`src/hdl/hpt_defs.svh`:
```
// Purpose: register offsets, reset values and time-base counts of the host power timers
// Assumes: byte-wide register addresses, multi-byte values least significant byte first
// Notes:   definitions only
`ifndef HPT_DEFS_SVH
`define HPT_DEFS_SVH

`define HPT_OFF_DELAY_ADDR   8'h1c
`define HPT_LOSS_MIN_ADDR    8'h1e
`define HPT_BOOT_TO_ADDR     8'h21
`define HPT_SHDN_TO_ADDR     8'h22
`define HPT_SECONDS_ADDR     8'h28
`define HPT_WAKE_ADDR        8'h2c

`define HPT_OFF_DELAY_RST    16'h0028
`define HPT_LOSS_MIN_RST     16'hffff
`define HPT_BOOT_TO_RST      8'h1e
`define HPT_SHDN_TO_RST      8'h0c
`define HPT_SECONDS_RST      32'h0000_0000
`define HPT_WAKE_RST         32'h0000_0000

`define HPT_LOSS_DISABLED    16'hffff
`define HPT_XTAL_HZ          32768
`define HPT_TICKS_PER_SEC    8
`define HPT_SECS_PER_UNIT    10
`define HPT_SECS_PER_MIN     60
`define HPT_I2C_ADDR         7'h43

`endif

```
`src/hdl/hpt_pkg.sv`:
```
// Purpose: types shared by the host power timer files
// Assumes: nothing
// Notes:   widths of the bus engine state are fixed by the byte protocol
package hpt_pkg;

    typedef enum logic [1:0] {PM_OFF, PM_BOOT, PM_RUN, PM_SHDN} hpt_pm_state_t;

    typedef enum logic [2:0] {BUS_IDLE, BUS_ADDR, BUS_RX, BUS_ACK, BUS_TX, BUS_RACK} hpt_bus_state_t;

    typedef struct packed {
        logic       txLine;
        logic       currentBelow;
        logic       inputPresent;
        logic       batteryLow;
    } hpt_sense_t;

    typedef struct packed {
        logic       wrStb;
        logic [7:0] addr;
        logic [7:0] data;
    } hpt_reg_wr_t;

    typedef struct packed {
        hpt_bus_state_t st;
        logic [3:0]     bitCnt;
        logic [7:0]     shift;
        logic           rw;
        logic           firstByte;
        logic           nack;
        logic [7:0]     ptr;
        logic           sdaOe;
        logic           sclPrev;
        logic           sdaPrev;
        hpt_reg_wr_t    wr;
    } hpt_bus_regs_t;

    typedef struct packed {
        hpt_pm_state_t st;
        logic [15:0]   offDelay;
        logic [15:0]   lossMin;
        logic [7:0]    bootTo;
        logic [7:0]    shdnTo;
        logic [31:0]   seconds;
        logic [31:0]   wake;
        logic          xtalPrev;
        logic [11:0]   tickDiv;
        logic [2:0]    tickInSec;
        logic [3:0]    secInUnit;
        logic [5:0]    secInMin;
        logic [7:0]    unitCnt;
        logic [15:0]   minCnt;
        logic [15:0]   delayCnt;
        logic          delayRun;
        logic          hostPower;
        logic          shdnReq;
    } hpt_pm_regs_t;

endpackage

```
`src/hdl/hpt_i2c_slave.sv`:
```
// Purpose: byte-wide two-wire register slave with an auto-incrementing register pointer
// Assumes: scl and sda sampled on clk, far slower than clk; sda is open drain
// Notes:   first written byte after the address sets the pointer, later bytes write registers
`timescale 1ns/1ps
`default_nettype none
`include "hpt_defs.svh"

module hpt_i2c_slave
    import hpt_pkg::*;
#(
    parameter logic [6:0] DEV_ADDR = `HPT_I2C_ADDR
) (
    input  wire logic        clk,
    input  wire logic        rst,
    input  wire logic        scl,
    input  wire logic        sdaIn,
    output var  logic        sdaOe,
    output var  logic [7:0]  rdAddr,
    input  wire logic [7:0]  rdData,
    output var  hpt_reg_wr_t regWr
);

    hpt_bus_regs_t s_r;
    hpt_bus_regs_t s_nxt;
    logic          sclRise;
    logic          sclFall;
    logic          startSeen;
    logic          stopSeen;

    always_comb begin
        s_nxt = s_r;
        s_nxt.sclPrev = scl;
        s_nxt.sdaPrev = sdaIn;
        s_nxt.wr.wrStb = 1'b0;
        sclRise = scl && !s_r.sclPrev;
        sclFall = !scl && s_r.sclPrev;
        startSeen = scl && s_r.sclPrev && s_r.sdaPrev && !sdaIn;
        stopSeen = scl && s_r.sclPrev && !s_r.sdaPrev && sdaIn;
        if (startSeen) begin
            s_nxt.st = BUS_ADDR;
            s_nxt.bitCnt = 4'h0;
            s_nxt.sdaOe = 1'b0;
            s_nxt.firstByte = 1'b1;
        end else if (stopSeen) begin
            s_nxt.st = BUS_IDLE;
            s_nxt.sdaOe = 1'b0;
        end else begin
            unique case (s_r.st)
                BUS_IDLE: begin
                    s_nxt.sdaOe = 1'b0;
                end
                BUS_ADDR, BUS_RX: begin
                    if (sclRise) begin
                        s_nxt.shift = {s_r.shift[6:0], sdaIn};
                        s_nxt.bitCnt = s_r.bitCnt + 4'h1;
                    end else if (sclFall && s_r.bitCnt == 4'h8) begin
                        s_nxt.bitCnt = 4'h0;
                        if (s_r.st == BUS_ADDR) begin
                            if (s_r.shift[7:1] == DEV_ADDR) begin
                                s_nxt.rw = s_r.shift[0];
                                s_nxt.st = BUS_ACK;
                                s_nxt.sdaOe = 1'b1;
                            end else begin
                                s_nxt.st = BUS_IDLE;
                            end
                        end else begin
                            s_nxt.st = BUS_ACK;
                            s_nxt.sdaOe = 1'b1;
                            if (s_r.firstByte) begin
                                s_nxt.ptr = s_r.shift;
                                s_nxt.firstByte = 1'b0;
                            end else begin
                                // consecutive bytes land at consecutive addresses
                                s_nxt.wr.wrStb = 1'b1;
                                s_nxt.wr.addr = s_r.ptr;
                                s_nxt.wr.data = s_r.shift;
                                s_nxt.ptr = s_r.ptr + 8'h01;
                            end
                        end
                    end
                end
                BUS_ACK: begin
                    if (sclFall) begin
                        if (s_r.rw) begin
                            s_nxt.st = BUS_TX;
                            s_nxt.shift = rdData;
                            s_nxt.sdaOe = !rdData[7];
                            s_nxt.ptr = s_r.ptr + 8'h01;
                        end else begin
                            s_nxt.st = BUS_RX;
                            s_nxt.sdaOe = 1'b0;
                        end
                    end
                end
                BUS_TX: begin
                    if (sclFall) begin
                        if (s_r.bitCnt == 4'h7) begin
                            s_nxt.st = BUS_RACK;
                            s_nxt.sdaOe = 1'b0;
                            s_nxt.bitCnt = 4'h0;
                        end else begin
                            s_nxt.bitCnt = s_r.bitCnt + 4'h1;
                            s_nxt.shift = {s_r.shift[6:0], 1'b0};
                            s_nxt.sdaOe = !s_r.shift[6];
                        end
                    end
                end
                BUS_RACK: begin
                    if (sclRise) begin
                        s_nxt.nack = sdaIn;
                    end else if (sclFall) begin
                        if (s_r.nack) begin
                            s_nxt.st = BUS_IDLE;
                        end else begin
                            // next byte of a multi-byte read, low byte went first
                            s_nxt.st = BUS_TX;
                            s_nxt.shift = rdData;
                            s_nxt.sdaOe = !rdData[7];
                            s_nxt.ptr = s_r.ptr + 8'h01;
                        end
                    end
                end
            endcase
        end
    end

    always_ff @(posedge clk) begin
        if (rst) begin
            s_r <= '0;
        end else begin
            s_r <= s_nxt;
        end
    end

    assign sdaOe  = s_r.sdaOe;
    assign rdAddr = s_r.ptr;
    assign regWr  = s_r.wr;

endmodule
`default_nettype wire

```
`src/hdl/hpt_power_timers.sv`:
```
// Purpose: host power sequencing timers, seconds counter and wake alarm behind a two-wire register port
// Assumes: all inputs synchronous to clk; xtalClk is the 32 kHz time base sampled as a level
// Notes:   tick, unit and minute timing is approximate, the prescaler free-runs
//
// Overview of operation
// - wait power-off delay plus one ticks, then cut power
// - shutdown seen: transmit low or current low
// - system tick runs eight per second
// - input loss starts shutdown after set minutes
// - all-ones minutes disables auto shutdown
// - zero minutes shuts down immediately
// - low battery overrides input-loss delay
// - boot timeout in ten-second units, default thirty
// - zero boot timeout disables it
// - shutdown timeout ten-second units, default twelve
// - zero shutdown timeout disables it
// - 32-bit seconds from crystal, always running
// - seconds start at zero, host may load
// - wake when seconds reach or pass alarm
// - missed alarm reboots right after shutdown
// - alarm boot clears alarm, others keep it
// - two-byte registers low byte first, consecutive
`timescale 1ns/1ps
`default_nettype none
`include "hpt_defs.svh"

module hpt_power_timers
    import hpt_pkg::*;
#(
    parameter int         XTAL_HZ       = `HPT_XTAL_HZ,
    parameter int         TICKS_PER_SEC = `HPT_TICKS_PER_SEC,
    parameter logic [6:0] DEV_ADDR      = `HPT_I2C_ADDR
) (
    input  wire logic       clk,
    input  wire logic       rst,
    input  wire logic       scl,
    input  wire logic       sdaIn,
    output var  logic       sdaOut,
    output var  logic       sdaOe,
    input  wire logic       xtalClk,
    input  wire hpt_sense_t sense,
    input  wire logic       bootCmd,
    input  wire logic       hostBooted,
    input  wire logic       shutdownCmd,
    output var  logic       hostPowerOn,
    output var  logic       shutdownRequest
);

    localparam int XTAL_PER_TICK = XTAL_HZ / TICKS_PER_SEC;

    hpt_pm_regs_t s_r;
    hpt_pm_regs_t s_nxt;
    hpt_reg_wr_t  regWr;
    logic [7:0]   rdAddr;
    logic [7:0]   rdData;
    logic         xtalRise;
    logic         tick;
    logic         secPulse;
    logic         unitPulse;
    logic         minPulse;
    logic         hostDone;
    logic         alarmHit;
    logic         secondsWr;

    hpt_i2c_slave #(
        .DEV_ADDR (DEV_ADDR)
    ) u_bus (
        .clk    (clk),
        .rst    (rst),
        .scl    (scl),
        .sdaIn  (sdaIn),
        .sdaOe  (sdaOe),
        .rdAddr (rdAddr),
        .rdData (rdData),
        .regWr  (regWr)
    );

    // the pin only ever pulls low
    assign sdaOut = 1'b0;

    // multi-byte values read low byte at the lower address
    always_comb begin
        unique case (rdAddr)
            `HPT_OFF_DELAY_ADDR:         rdData = s_r.offDelay[7:0];
            `HPT_OFF_DELAY_ADDR + 8'h01: rdData = s_r.offDelay[15:8];
            `HPT_LOSS_MIN_ADDR:          rdData = s_r.lossMin[7:0];
            `HPT_LOSS_MIN_ADDR + 8'h01:  rdData = s_r.lossMin[15:8];
            `HPT_BOOT_TO_ADDR:           rdData = s_r.bootTo;
            `HPT_SHDN_TO_ADDR:           rdData = s_r.shdnTo;
            `HPT_SECONDS_ADDR:           rdData = s_r.seconds[7:0];
            `HPT_SECONDS_ADDR + 8'h01:   rdData = s_r.seconds[15:8];
            `HPT_SECONDS_ADDR + 8'h02:   rdData = s_r.seconds[23:16];
            `HPT_SECONDS_ADDR + 8'h03:   rdData = s_r.seconds[31:24];
            `HPT_WAKE_ADDR:              rdData = s_r.wake[7:0];
            `HPT_WAKE_ADDR + 8'h01:      rdData = s_r.wake[15:8];
            `HPT_WAKE_ADDR + 8'h02:      rdData = s_r.wake[23:16];
            `HPT_WAKE_ADDR + 8'h03:      rdData = s_r.wake[31:24];
            default:                     rdData = 8'h00;
        endcase
    end

    always_comb begin
        xtalRise = xtalClk && !s_r.xtalPrev;
        tick = xtalRise && (s_r.tickDiv == 12'(XTAL_PER_TICK - 1));
        secPulse = tick && (s_r.tickInSec == 3'(TICKS_PER_SEC - 1));
        unitPulse = secPulse && (s_r.secInUnit == 4'(`HPT_SECS_PER_UNIT - 1));
        minPulse = secPulse && (s_r.secInMin == 6'(`HPT_SECS_PER_MIN - 1));
        hostDone = !sense.txLine || sense.currentBelow;
        // zero means no alarm armed, else it would fire forever
        alarmHit = (s_r.wake != 32'h0000_0000) && (s_r.seconds >= s_r.wake);
        secondsWr = regWr.wrStb && (regWr.addr[7:2] == 6'(`HPT_SECONDS_ADDR >> 2));
    end

    always_comb begin
        s_nxt = s_r;
        s_nxt.xtalPrev = xtalClk;

        // free-running time base, keeps going with host off
        if (xtalRise) begin
            s_nxt.tickDiv = tick ? 12'h000 : s_r.tickDiv + 12'h001;
        end
        if (tick) begin
            s_nxt.tickInSec = secPulse ? 3'h0 : s_r.tickInSec + 3'h1;
        end
        if (secPulse) begin
            s_nxt.seconds = s_r.seconds + 32'h0000_0001;
            s_nxt.secInUnit = unitPulse ? 4'h0 : s_r.secInUnit + 4'h1;
            s_nxt.secInMin = minPulse ? 6'h00 : s_r.secInMin + 6'h01;
        end
        if (unitPulse && s_r.unitCnt != 8'hff) begin
            s_nxt.unitCnt = s_r.unitCnt + 8'h01;
        end
        if (minPulse && s_r.minCnt != 16'hffff) begin
            s_nxt.minCnt = s_r.minCnt + 16'h0001;
        end

        unique case (s_r.st)
            PM_OFF: begin
                s_nxt.hostPower = 1'b0;
                s_nxt.shdnReq = 1'b0;
                // checked on entry too, so a missed alarm reboots at once
                if (alarmHit || bootCmd) begin
                    s_nxt.st = PM_BOOT;
                    s_nxt.hostPower = 1'b1;
                    s_nxt.unitCnt = 8'h00;
                    if (alarmHit) begin
                        s_nxt.wake = 32'h0000_0000;
                    end
                end
            end
            PM_BOOT: begin
                if (hostBooted) begin
                    s_nxt.st = PM_RUN;
                    s_nxt.minCnt = 16'h0000;
                end else if (s_r.bootTo != 8'h00 && s_r.unitCnt >= s_r.bootTo) begin
                    s_nxt.st = PM_OFF;
                    s_nxt.hostPower = 1'b0;
                end
            end
            PM_RUN: begin
                if (sense.inputPresent) begin
                    s_nxt.minCnt = 16'h0000;
                end
                if (sense.batteryLow || shutdownCmd ||
                    (!sense.inputPresent && s_r.lossMin != `HPT_LOSS_DISABLED &&
                     s_r.minCnt >= s_r.lossMin)) begin
                    s_nxt.st = PM_SHDN;
                    s_nxt.shdnReq = 1'b1;
                    s_nxt.unitCnt = 8'h00;
                    s_nxt.delayRun = 1'b0;
                end
            end
            PM_SHDN: begin
                if (!hostDone) begin
                    s_nxt.delayRun = 1'b0;
                end else if (!s_r.delayRun) begin
                    s_nxt.delayRun = 1'b1;
                    s_nxt.delayCnt = s_r.offDelay;
                end else if (tick) begin
                    s_nxt.delayCnt = s_r.delayCnt - 16'h0001;
                end
                if (hostBooted && !hostDone) begin
                    s_nxt.st = PM_RUN;
                    s_nxt.shdnReq = 1'b0;
                    s_nxt.minCnt = 16'h0000;
                end else if ((hostDone && s_r.delayRun && tick && s_r.delayCnt == 16'h0000) ||
                             (s_r.shdnTo != 8'h00 && s_r.unitCnt >= s_r.shdnTo)) begin
                    s_nxt.st = PM_OFF;
                    s_nxt.hostPower = 1'b0;
                    s_nxt.shdnReq = 1'b0;
                    s_nxt.delayRun = 1'b0;
                end
            end
        endcase

        // host writes win over counting in the same cycle
        if (regWr.wrStb) begin
            unique case (regWr.addr)
                `HPT_OFF_DELAY_ADDR:         s_nxt.offDelay[7:0] = regWr.data;
                `HPT_OFF_DELAY_ADDR + 8'h01: s_nxt.offDelay[15:8] = regWr.data;
                `HPT_LOSS_MIN_ADDR:          s_nxt.lossMin[7:0] = regWr.data;
                `HPT_LOSS_MIN_ADDR + 8'h01:  s_nxt.lossMin[15:8] = regWr.data;
                `HPT_BOOT_TO_ADDR:           s_nxt.bootTo = regWr.data;
                `HPT_SHDN_TO_ADDR:           s_nxt.shdnTo = regWr.data;
                `HPT_SECONDS_ADDR:           s_nxt.seconds[7:0] = regWr.data;
                `HPT_SECONDS_ADDR + 8'h01:   s_nxt.seconds[15:8] = regWr.data;
                `HPT_SECONDS_ADDR + 8'h02:   s_nxt.seconds[23:16] = regWr.data;
                `HPT_SECONDS_ADDR + 8'h03:   s_nxt.seconds[31:24] = regWr.data;
                `HPT_WAKE_ADDR:              s_nxt.wake[7:0] = regWr.data;
                `HPT_WAKE_ADDR + 8'h01:      s_nxt.wake[15:8] = regWr.data;
                `HPT_WAKE_ADDR + 8'h02:      s_nxt.wake[23:16] = regWr.data;
                `HPT_WAKE_ADDR + 8'h03:      s_nxt.wake[31:24] = regWr.data;
                default: begin
                end
            endcase
        end
    end

    always_ff @(posedge clk) begin
        if (rst) begin
            s_r <= '0;
            s_r.st <= PM_OFF;
            s_r.offDelay <= `HPT_OFF_DELAY_RST;
            s_r.lossMin <= `HPT_LOSS_MIN_RST;
            s_r.bootTo <= `HPT_BOOT_TO_RST;
            s_r.shdnTo <= `HPT_SHDN_TO_RST;
            s_r.seconds <= `HPT_SECONDS_RST;
            s_r.wake <= `HPT_WAKE_RST;
        end else begin
            s_r <= s_nxt;
        end
    end

    assign hostPowerOn     = s_r.hostPower;
    assign shutdownRequest = s_r.shdnReq;
endmodule
`default_nettype wire

```
`config.mk`:
```
export PLATFORM = sky130hd
export DESIGN_NAME = hpt_power_timers
export DESIGN_NICKNAME = d
export VERILOG_FILES = /design/src/hdl/hpt_pkg.sv /design/src/hdl/hpt_i2c_slave.sv /design/src/hdl/hpt_power_timers.sv
export VERILOG_INCLUDE_DIRS = /design/src /design/src/hdl
export SDC_FILE = /design/constraint.sdc
export NUM_CORES = 1
export LEC_CHECK = 0
export BUFFER_PORTS_ARGS = -buffer_cell sky130_fd_sc_hd__buf_2
export CAP_MARGIN = 30
export CELL_PAD_IN_SITES_DETAIL_PLACEMENT = 0
export CELL_PAD_IN_SITES_GLOBAL_PLACEMENT = 1
export CORE_ASPECT_RATIO = 1.1
export CORE_MARGIN = 4
export CORE_UTILIZATION = 50
export CTS_CLUSTER_SIZE = 30
export DETAILED_ROUTE_END_ITERATION = 10
export MAX_ROUTING_LAYER = met4
export PLACE_DENSITY = 0.82
export SETUP_SLACK_MARGIN = 0.15
export SYNTH_ARGS = -nofsm -noshare
export SYNTH_HDL_FRONTEND = slang
export SYNTH_SLANG_ARGS = --single-unit
```
`constraint.sdc`:
```
create_clock -name clk -period 7.25 [get_ports clk]
set_clock_uncertainty 0.2 [all_clocks]
set_input_delay 0.725 -clock clk [delete_from_list [all_inputs] [get_ports clk]]
set_output_delay 0.725 -clock clk [all_outputs]
set_load 0.005 [all_outputs]
```
After elaboration in Yosys (flattened, before gate mapping)
Index checks and enable logic that the tools add are counted.
{"block": "word_totals", "input_bits": 12, "output_inout_bits": 4, "ff_bits": 229, "elab_cells": 313}
{"block": "op_classes", "n_lt_le_gt_ge": 4, "muxes": 100, "bitwise": 7, "n_reduce_logical": 79, "eq_ne": 79, "addsub": 10}
{"cell": "two-way mux 8 bit", "n": 21}
{"cell": "equality test 8 x 6 -> 1 bit (second input constant)", "n": 20}
{"cell": "two-way mux 32 bit", "n": 4}
{"cell": "one-hot mux 8 bit (14 select lines)", "n": 1}
{"cell": "two-way mux 16 bit", "n": 6}
{"cell": "equality test 8 x 5 -> 1 bit (second input constant)", "n": 8}
{"cell": "two-way mux 64 bit", "n": 1}
{"cell": "two-way mux 9 bit", "n": 6}
{"cell": "one-hot mux 16 bit (3 select lines)", "n": 1}
{"cell": "adder 32 x 1 -> 32 bit (second input constant)", "n": 1}
{"cell": "greater-or-equal comparator 32 bit", "n": 1}
{"cell": "!= test 16 bit (second input constant)", "n": 2}
{"cell": "one-hot mux 8 bit (4 select lines)", "n": 1}
{"cell": "nonzero test 32 bit", "n": 1}
{"cell": "two-way mux 3 bit", "n": 9}
{"cell": "logical AND 1 bit", "n": 24}
{"cell": "two-way mux 2 bit", "n": 12}
{"cell": "!= test 2 bit (second input constant)", "n": 12}
{"cell": "one-hot mux 8 bit (3 select lines)", "n": 1}
{"cell": "AND reduction 8 bit", "n": 3}
{"cell": "two-way mux 23 bit", "n": 1}
{"cell": "AND reduction 11 bit", "n": 2}
{"cell": "!= test 2 x 1 -> 1 bit (second input constant)", "n": 10}
{"cell": "!= test 4 x 1 -> 1 bit (second input constant)", "n": 5}
{"cell": "57 further kinds", "n": 126}

Depth between registers and ports, before layout
{"block": "logic_depth", "word_depth": 9, "depth_mapped": 10, "ltp_nobuf": 9}

Modules after synthesis
A second synthesis with hierarchy kept.
{"block": "hier_totals", "cells_unflattened": 1590, "area_unflattened_um2": 13192.7}
{"mod": "hpt_power_timers", "seq_area_each_um2": 3663.5, "area_per_inst_um2": 10500.1, "instances": 1, "cells_per_inst": 1265}
{"mod": "hpt_i2c_slave", "seq_area_each_um2": 920.9, "area_per_inst_um2": 2692.6, "instances": 1, "cells_per_inst": 325}

Worst setup path before layout
Ideal clock, no wire load.
{"block": "synth_timing", "path_kind": "input-to-reg", "from": "in xtalClk", "to": "reg s_r[132] in the netlist's numbering", "t_arrival_ps": 2398, "path_slack_ps": 4573, "setup_time_ps": 79, "path_stages": 7, "t_required_ps": 6971, "path_buffers": 0, "path_cell_list": "and4b_2 > nand4_4 > or4_4 > nor3_4 > nand4_1 > xor2_1 > a211oi_2"}
{"block": "synth_between", "elab_chain_cells": 6}
{"item": "start: declaration", "line_no": "hpt_power_timers.sv:40", "rtl": "input wire logic xtalClk,"}
{"item": "logical AND 1 bit *", "line_no": "hpt_power_timers.sv:103", "rtl": "xtalRise = xtalClk && !s_r.xtalPrev;"}
{"item": "logical AND 1 bit *", "line_no": "hpt_power_timers.sv:104", "rtl": "tick = xtalRise && (s_r.tickDiv == 12'(XTAL_PER_TICK - 1));"}
{"item": "logical AND 1 bit *", "line_no": "hpt_power_timers.sv:105", "rtl": "secPulse = tick && (s_r.tickInSec == 3'(TICKS_PER_SEC - 1));"}
{"item": "two-way mux 32 bit *", "line_no": "hpt_power_timers.sv:125", "rtl": "if (secPulse) begin"}
{"item": "two-way mux 8 bit", "line_no": "hpt_power_timers.sv:198", "rtl": "unique case (regWr.addr)"}
{"item": "two-way mux 64 bit *", "line_no": "hpt_power_timers.sv:197", "rtl": "if (regWr.wrStb) begin"}
{"item": "end signal: assignment", "line_no": "hpt_power_timers.sv:230", "rtl": "s_r <= s_nxt;"}
{"item": "end: declaration", "line_no": "hpt_power_timers.sv:51", "rtl": "hpt_pm_regs_t s_r;"}
Every way passes the cells marked *; elsewhere a longest branch is shown, timed or not.
A chain may end at the register's enable or synchronous reset.

Final worst setup path
{"block": "layout_timing", "from": "reg s_r[19] in the netlist's numbering", "to": "reg s_r[41] in the netlist's numbering"}
{"block": "layout_between", "elab_chain_cells": 5}
{"item": "greater-or-equal comparator 16 bit", "line_no": "hpt_power_timers.sv:166", "rtl": "s_r.minCnt >= s_r.lossMin)) begin"}
{"item": "logical AND 1 bit", "line_no": "hpt_power_timers.sv:165", "rtl": "(!sense.inputPresent && s_r.lossMin != `HPT_LOSS_DISABLED &&"}
{"item": "logical OR 1 bit", "line_no": "hpt_power_timers.sv:164", "rtl": "if (sense.batteryLow || shutdownCmd ||"}
{"item": "two-way mux 8 bit", "line_no": "hpt_power_timers.sv:164"}
{"item": "one-hot mux 8 bit (2 select lines)", "line_no": "hpt_power_timers.sv:137", "rtl": "unique case (s_r.st)"}
Every way passes these cells.

==> flow_summary.ini <==
[place]
place_inst = 1877
port_buffers = 14
dp_hpwl_um = 27700
gp_congestion = 1.01

[power]
peakVddDrop_uv = 171
comb_power_share = 0.046
internal-power_w = 0.00214
p_sw_w = 0.000662
p_per_area_nw_per_um2 = 197
power_switching_share = 0.236
p_clk_frac = 0.493
p_leak_nw = 5.70
pwr-share-seq = 0.461

[timing]
relSlewSlack = 0.306
slew_violations = 0
rsz0062_at_grt = no
max_slew.worst_pin.slew_ns = 1.04
finalCritPeriodShare = 0.440
hold_violations = 0
tns_ns = 0
final.min_clock_period_ns = 3.19
max_freq_mhz = 313
setup_violations = 0

[worst_hold_path]
holdCritPathClass = input port to flip-flop
worstHoldStart = xtalClk
hold_end = s_r[68]
whs_path_depth = 2

[logic_synthesis]
synthTopCellsByArea = dfxtp_1 (35%), ha_1 (7.6%), nor2_1 (6.5%)
synth_fp_nets = 1683
postSynthAreaPerCell_um2 = 8.23
netlist_area_um2 = 13100
synth-async-reset-ratio = 0
synth_top_area_frac = 0.350
synth-edff-count = 0
ys_ff_latch = 229
yosysUniqueCellTypes = 85
postSynthCellCount = 1591
synth_top_cell_by_area = dfxtp_1
ys_warn_count = 0
ys.flop_type = dfxtp_1
ys_seq_area_frac = 0.350

[global_route]
grt_pass1_wl_um = 61800
grt-ovfl-total = 0
grt_pass1_vias = 10800
grt_use_total = 0.273
grt_antenna_before_repair = 0
grt_start_max_net_pins = 87

[drt]
drt_iter0_markers = 1208
wl_per_cell_um = 20.1
ant_nets = 0
post-route-drc-count = 0
num_vias = 11700
vias_per_cell = 6.08
drtPass1Iterations = 7
wirelength_um = 38700

[die]
rows = 61
initial_core_util = 0.512
die_area_um2 = 28900
core_area_um2 = 25600
chipWidth_um = 162
ios = 16
fp.dieH_um = 178

[cts]
path_clk_slew_ns = 0.06
insertion_delay_ns = 0.54
numCtsBuffers = 28
h-tree-depth = 1
cts_tree = done
cts_hold_buffers = 0
cts_resized = 0
post_cts_buffers = 0
cts-root-buf = clkbuf_16
cts_sinks = 229
clk_path_buf_depth = 3

[critical_path]
r2r_setup_slack_ns = 4.06
path_class = flip-flop to flip-flop
r2r.worst_path.cells = 9
arrival_ns = 3.44
critical_path_required_ns = 7.50
rr_endpoint = s_r[41]
critPathLaunchType = flip-flop
cp_max_fo = 9
cp-end-kind = flip-flop
r2r_start = s_r[19]

[flow_run]
maxCapViolCount = 0

[finish]
layout_common_cells = dfxtp_1 (229), nor2_1 (227), nand2_1 (167)
drive_above_1_share = 0.0867
syn2layout_area_growth_pct = 8.45
final_cells = 1927
finish.net_count = 1653
layout_commonest_cell = dfxtp_1
antenna_cells = 0

[outcome]
status = complete, no violations
-- synth_stat cells, drive strengths merged (23+ instances only) --
library cell	instances
dfxtp	229
nor2	227
nand2	168
inv	85
ha	80
clkbuf	74
a21oi	64
mux2i	60
nand3	54
o21ai	54
a211oi	42
xor2	35
a31o	33
nor3	31
nand4	28
a22oi	25
xnor2	24
nor2b	23
-- flip-flops by register name, summed over array words and instances (netlist names) --
register,cells
u_bus.regWr,17
shutdownRequest,1
u_bus.s_r,20
u_bus.sdaOe,1
hostPowerOn,1
u_bus.rdAddr,8
s_r,181
-- cell type report --
class / count / area (µm²)
well taps: 346 / 433
flip-flops and latches: 229 / 4580
repair buffers: 21 / 125
clock buffers: 43 / 837
multi-input cells: 1196 / 7830
fillers: 2390 / 11400
clock inverters: 7 / 75.1
inverters: 85 / 319
-- cells by family after synthesis --
logic type,Yosys count,share of synthesized area
AOI/OAI and AO/OA,340,0.186
xor gates and xnor gates,59,0.0395
adders and majority gates,80,0.0764
buffers and inverters,166,0.0523
DFF,229,0.350
muxes,62,0.0476
other,1,0.000286
and+or+nand+nor,654,0.248
-- worst max-delay path: stages, from the launching register on --
cell and delay (ns):
dfxtp_1 0.38, inv_1 0.06, ha_1 0.28, nand2b_1 0.14, a211oi_1 0.20, o21ai_0 0.14, a211o_1 0.29, a211oi_1 0.76
a211oi_2 0.33, nor4b_1 0.32
-- stage by stage --
stage               power, W  cell area, µm²  hold slack [ns]  setup WS (ns)   util
CTS                  0.00283           14200            0.219           3.99  0.556
global placement     0.00145           13300            0.243           4.02  0.519
global route         0.00290           14200            0.267           3.77  0.556
floorplan            0.00141           13100            0.236           4.57      -
detailed placement   0.00145           13300            0.253           4.00  0.520
finish               0.00280           14200            0.240           4.06  0.556
-- power by group through the flow --
stage | logic [W] | clock network, W | registers (W)
floorplan | 0.000105 | 0 | 0.00131
global placement | 0.000128 | 0 | 0.00132
detailed placement | 0.000130 | 0 | 0.00132
CTS | 0.000130 | 0.00140 | 0.00129
global route | 0.000146 | 0.00146 | 0.00129
finish | 0.000130 | 0.00138 | 0.00129
-- metal layers --
metal	vias to the layer above	global-route usage	routed length (µm)
met5	-	-	0
met4	0	0.0694	1000
met3	74	0.0321	2290
met2	343	0.422	17400
met1	5619	0.383	18000
li1	5688	-	-
-- how the worst max path moves through the flow --
stage,start,endpoint,slack [ns],depth (start not counted)
global route,s_r[160],s_r[41],3.77,9
detailed placement,xtalClk,s_r[129],4.00,8
floorplan,xtalClk,s_r[132],4.57,7
CTS,s_r[19],s_r[41],3.99,9
finish,s_r[19],s_r[41],4.06,9
global placement,s_r[19],s_r[41],4.02,9
(Power assumes the default switching activity.)
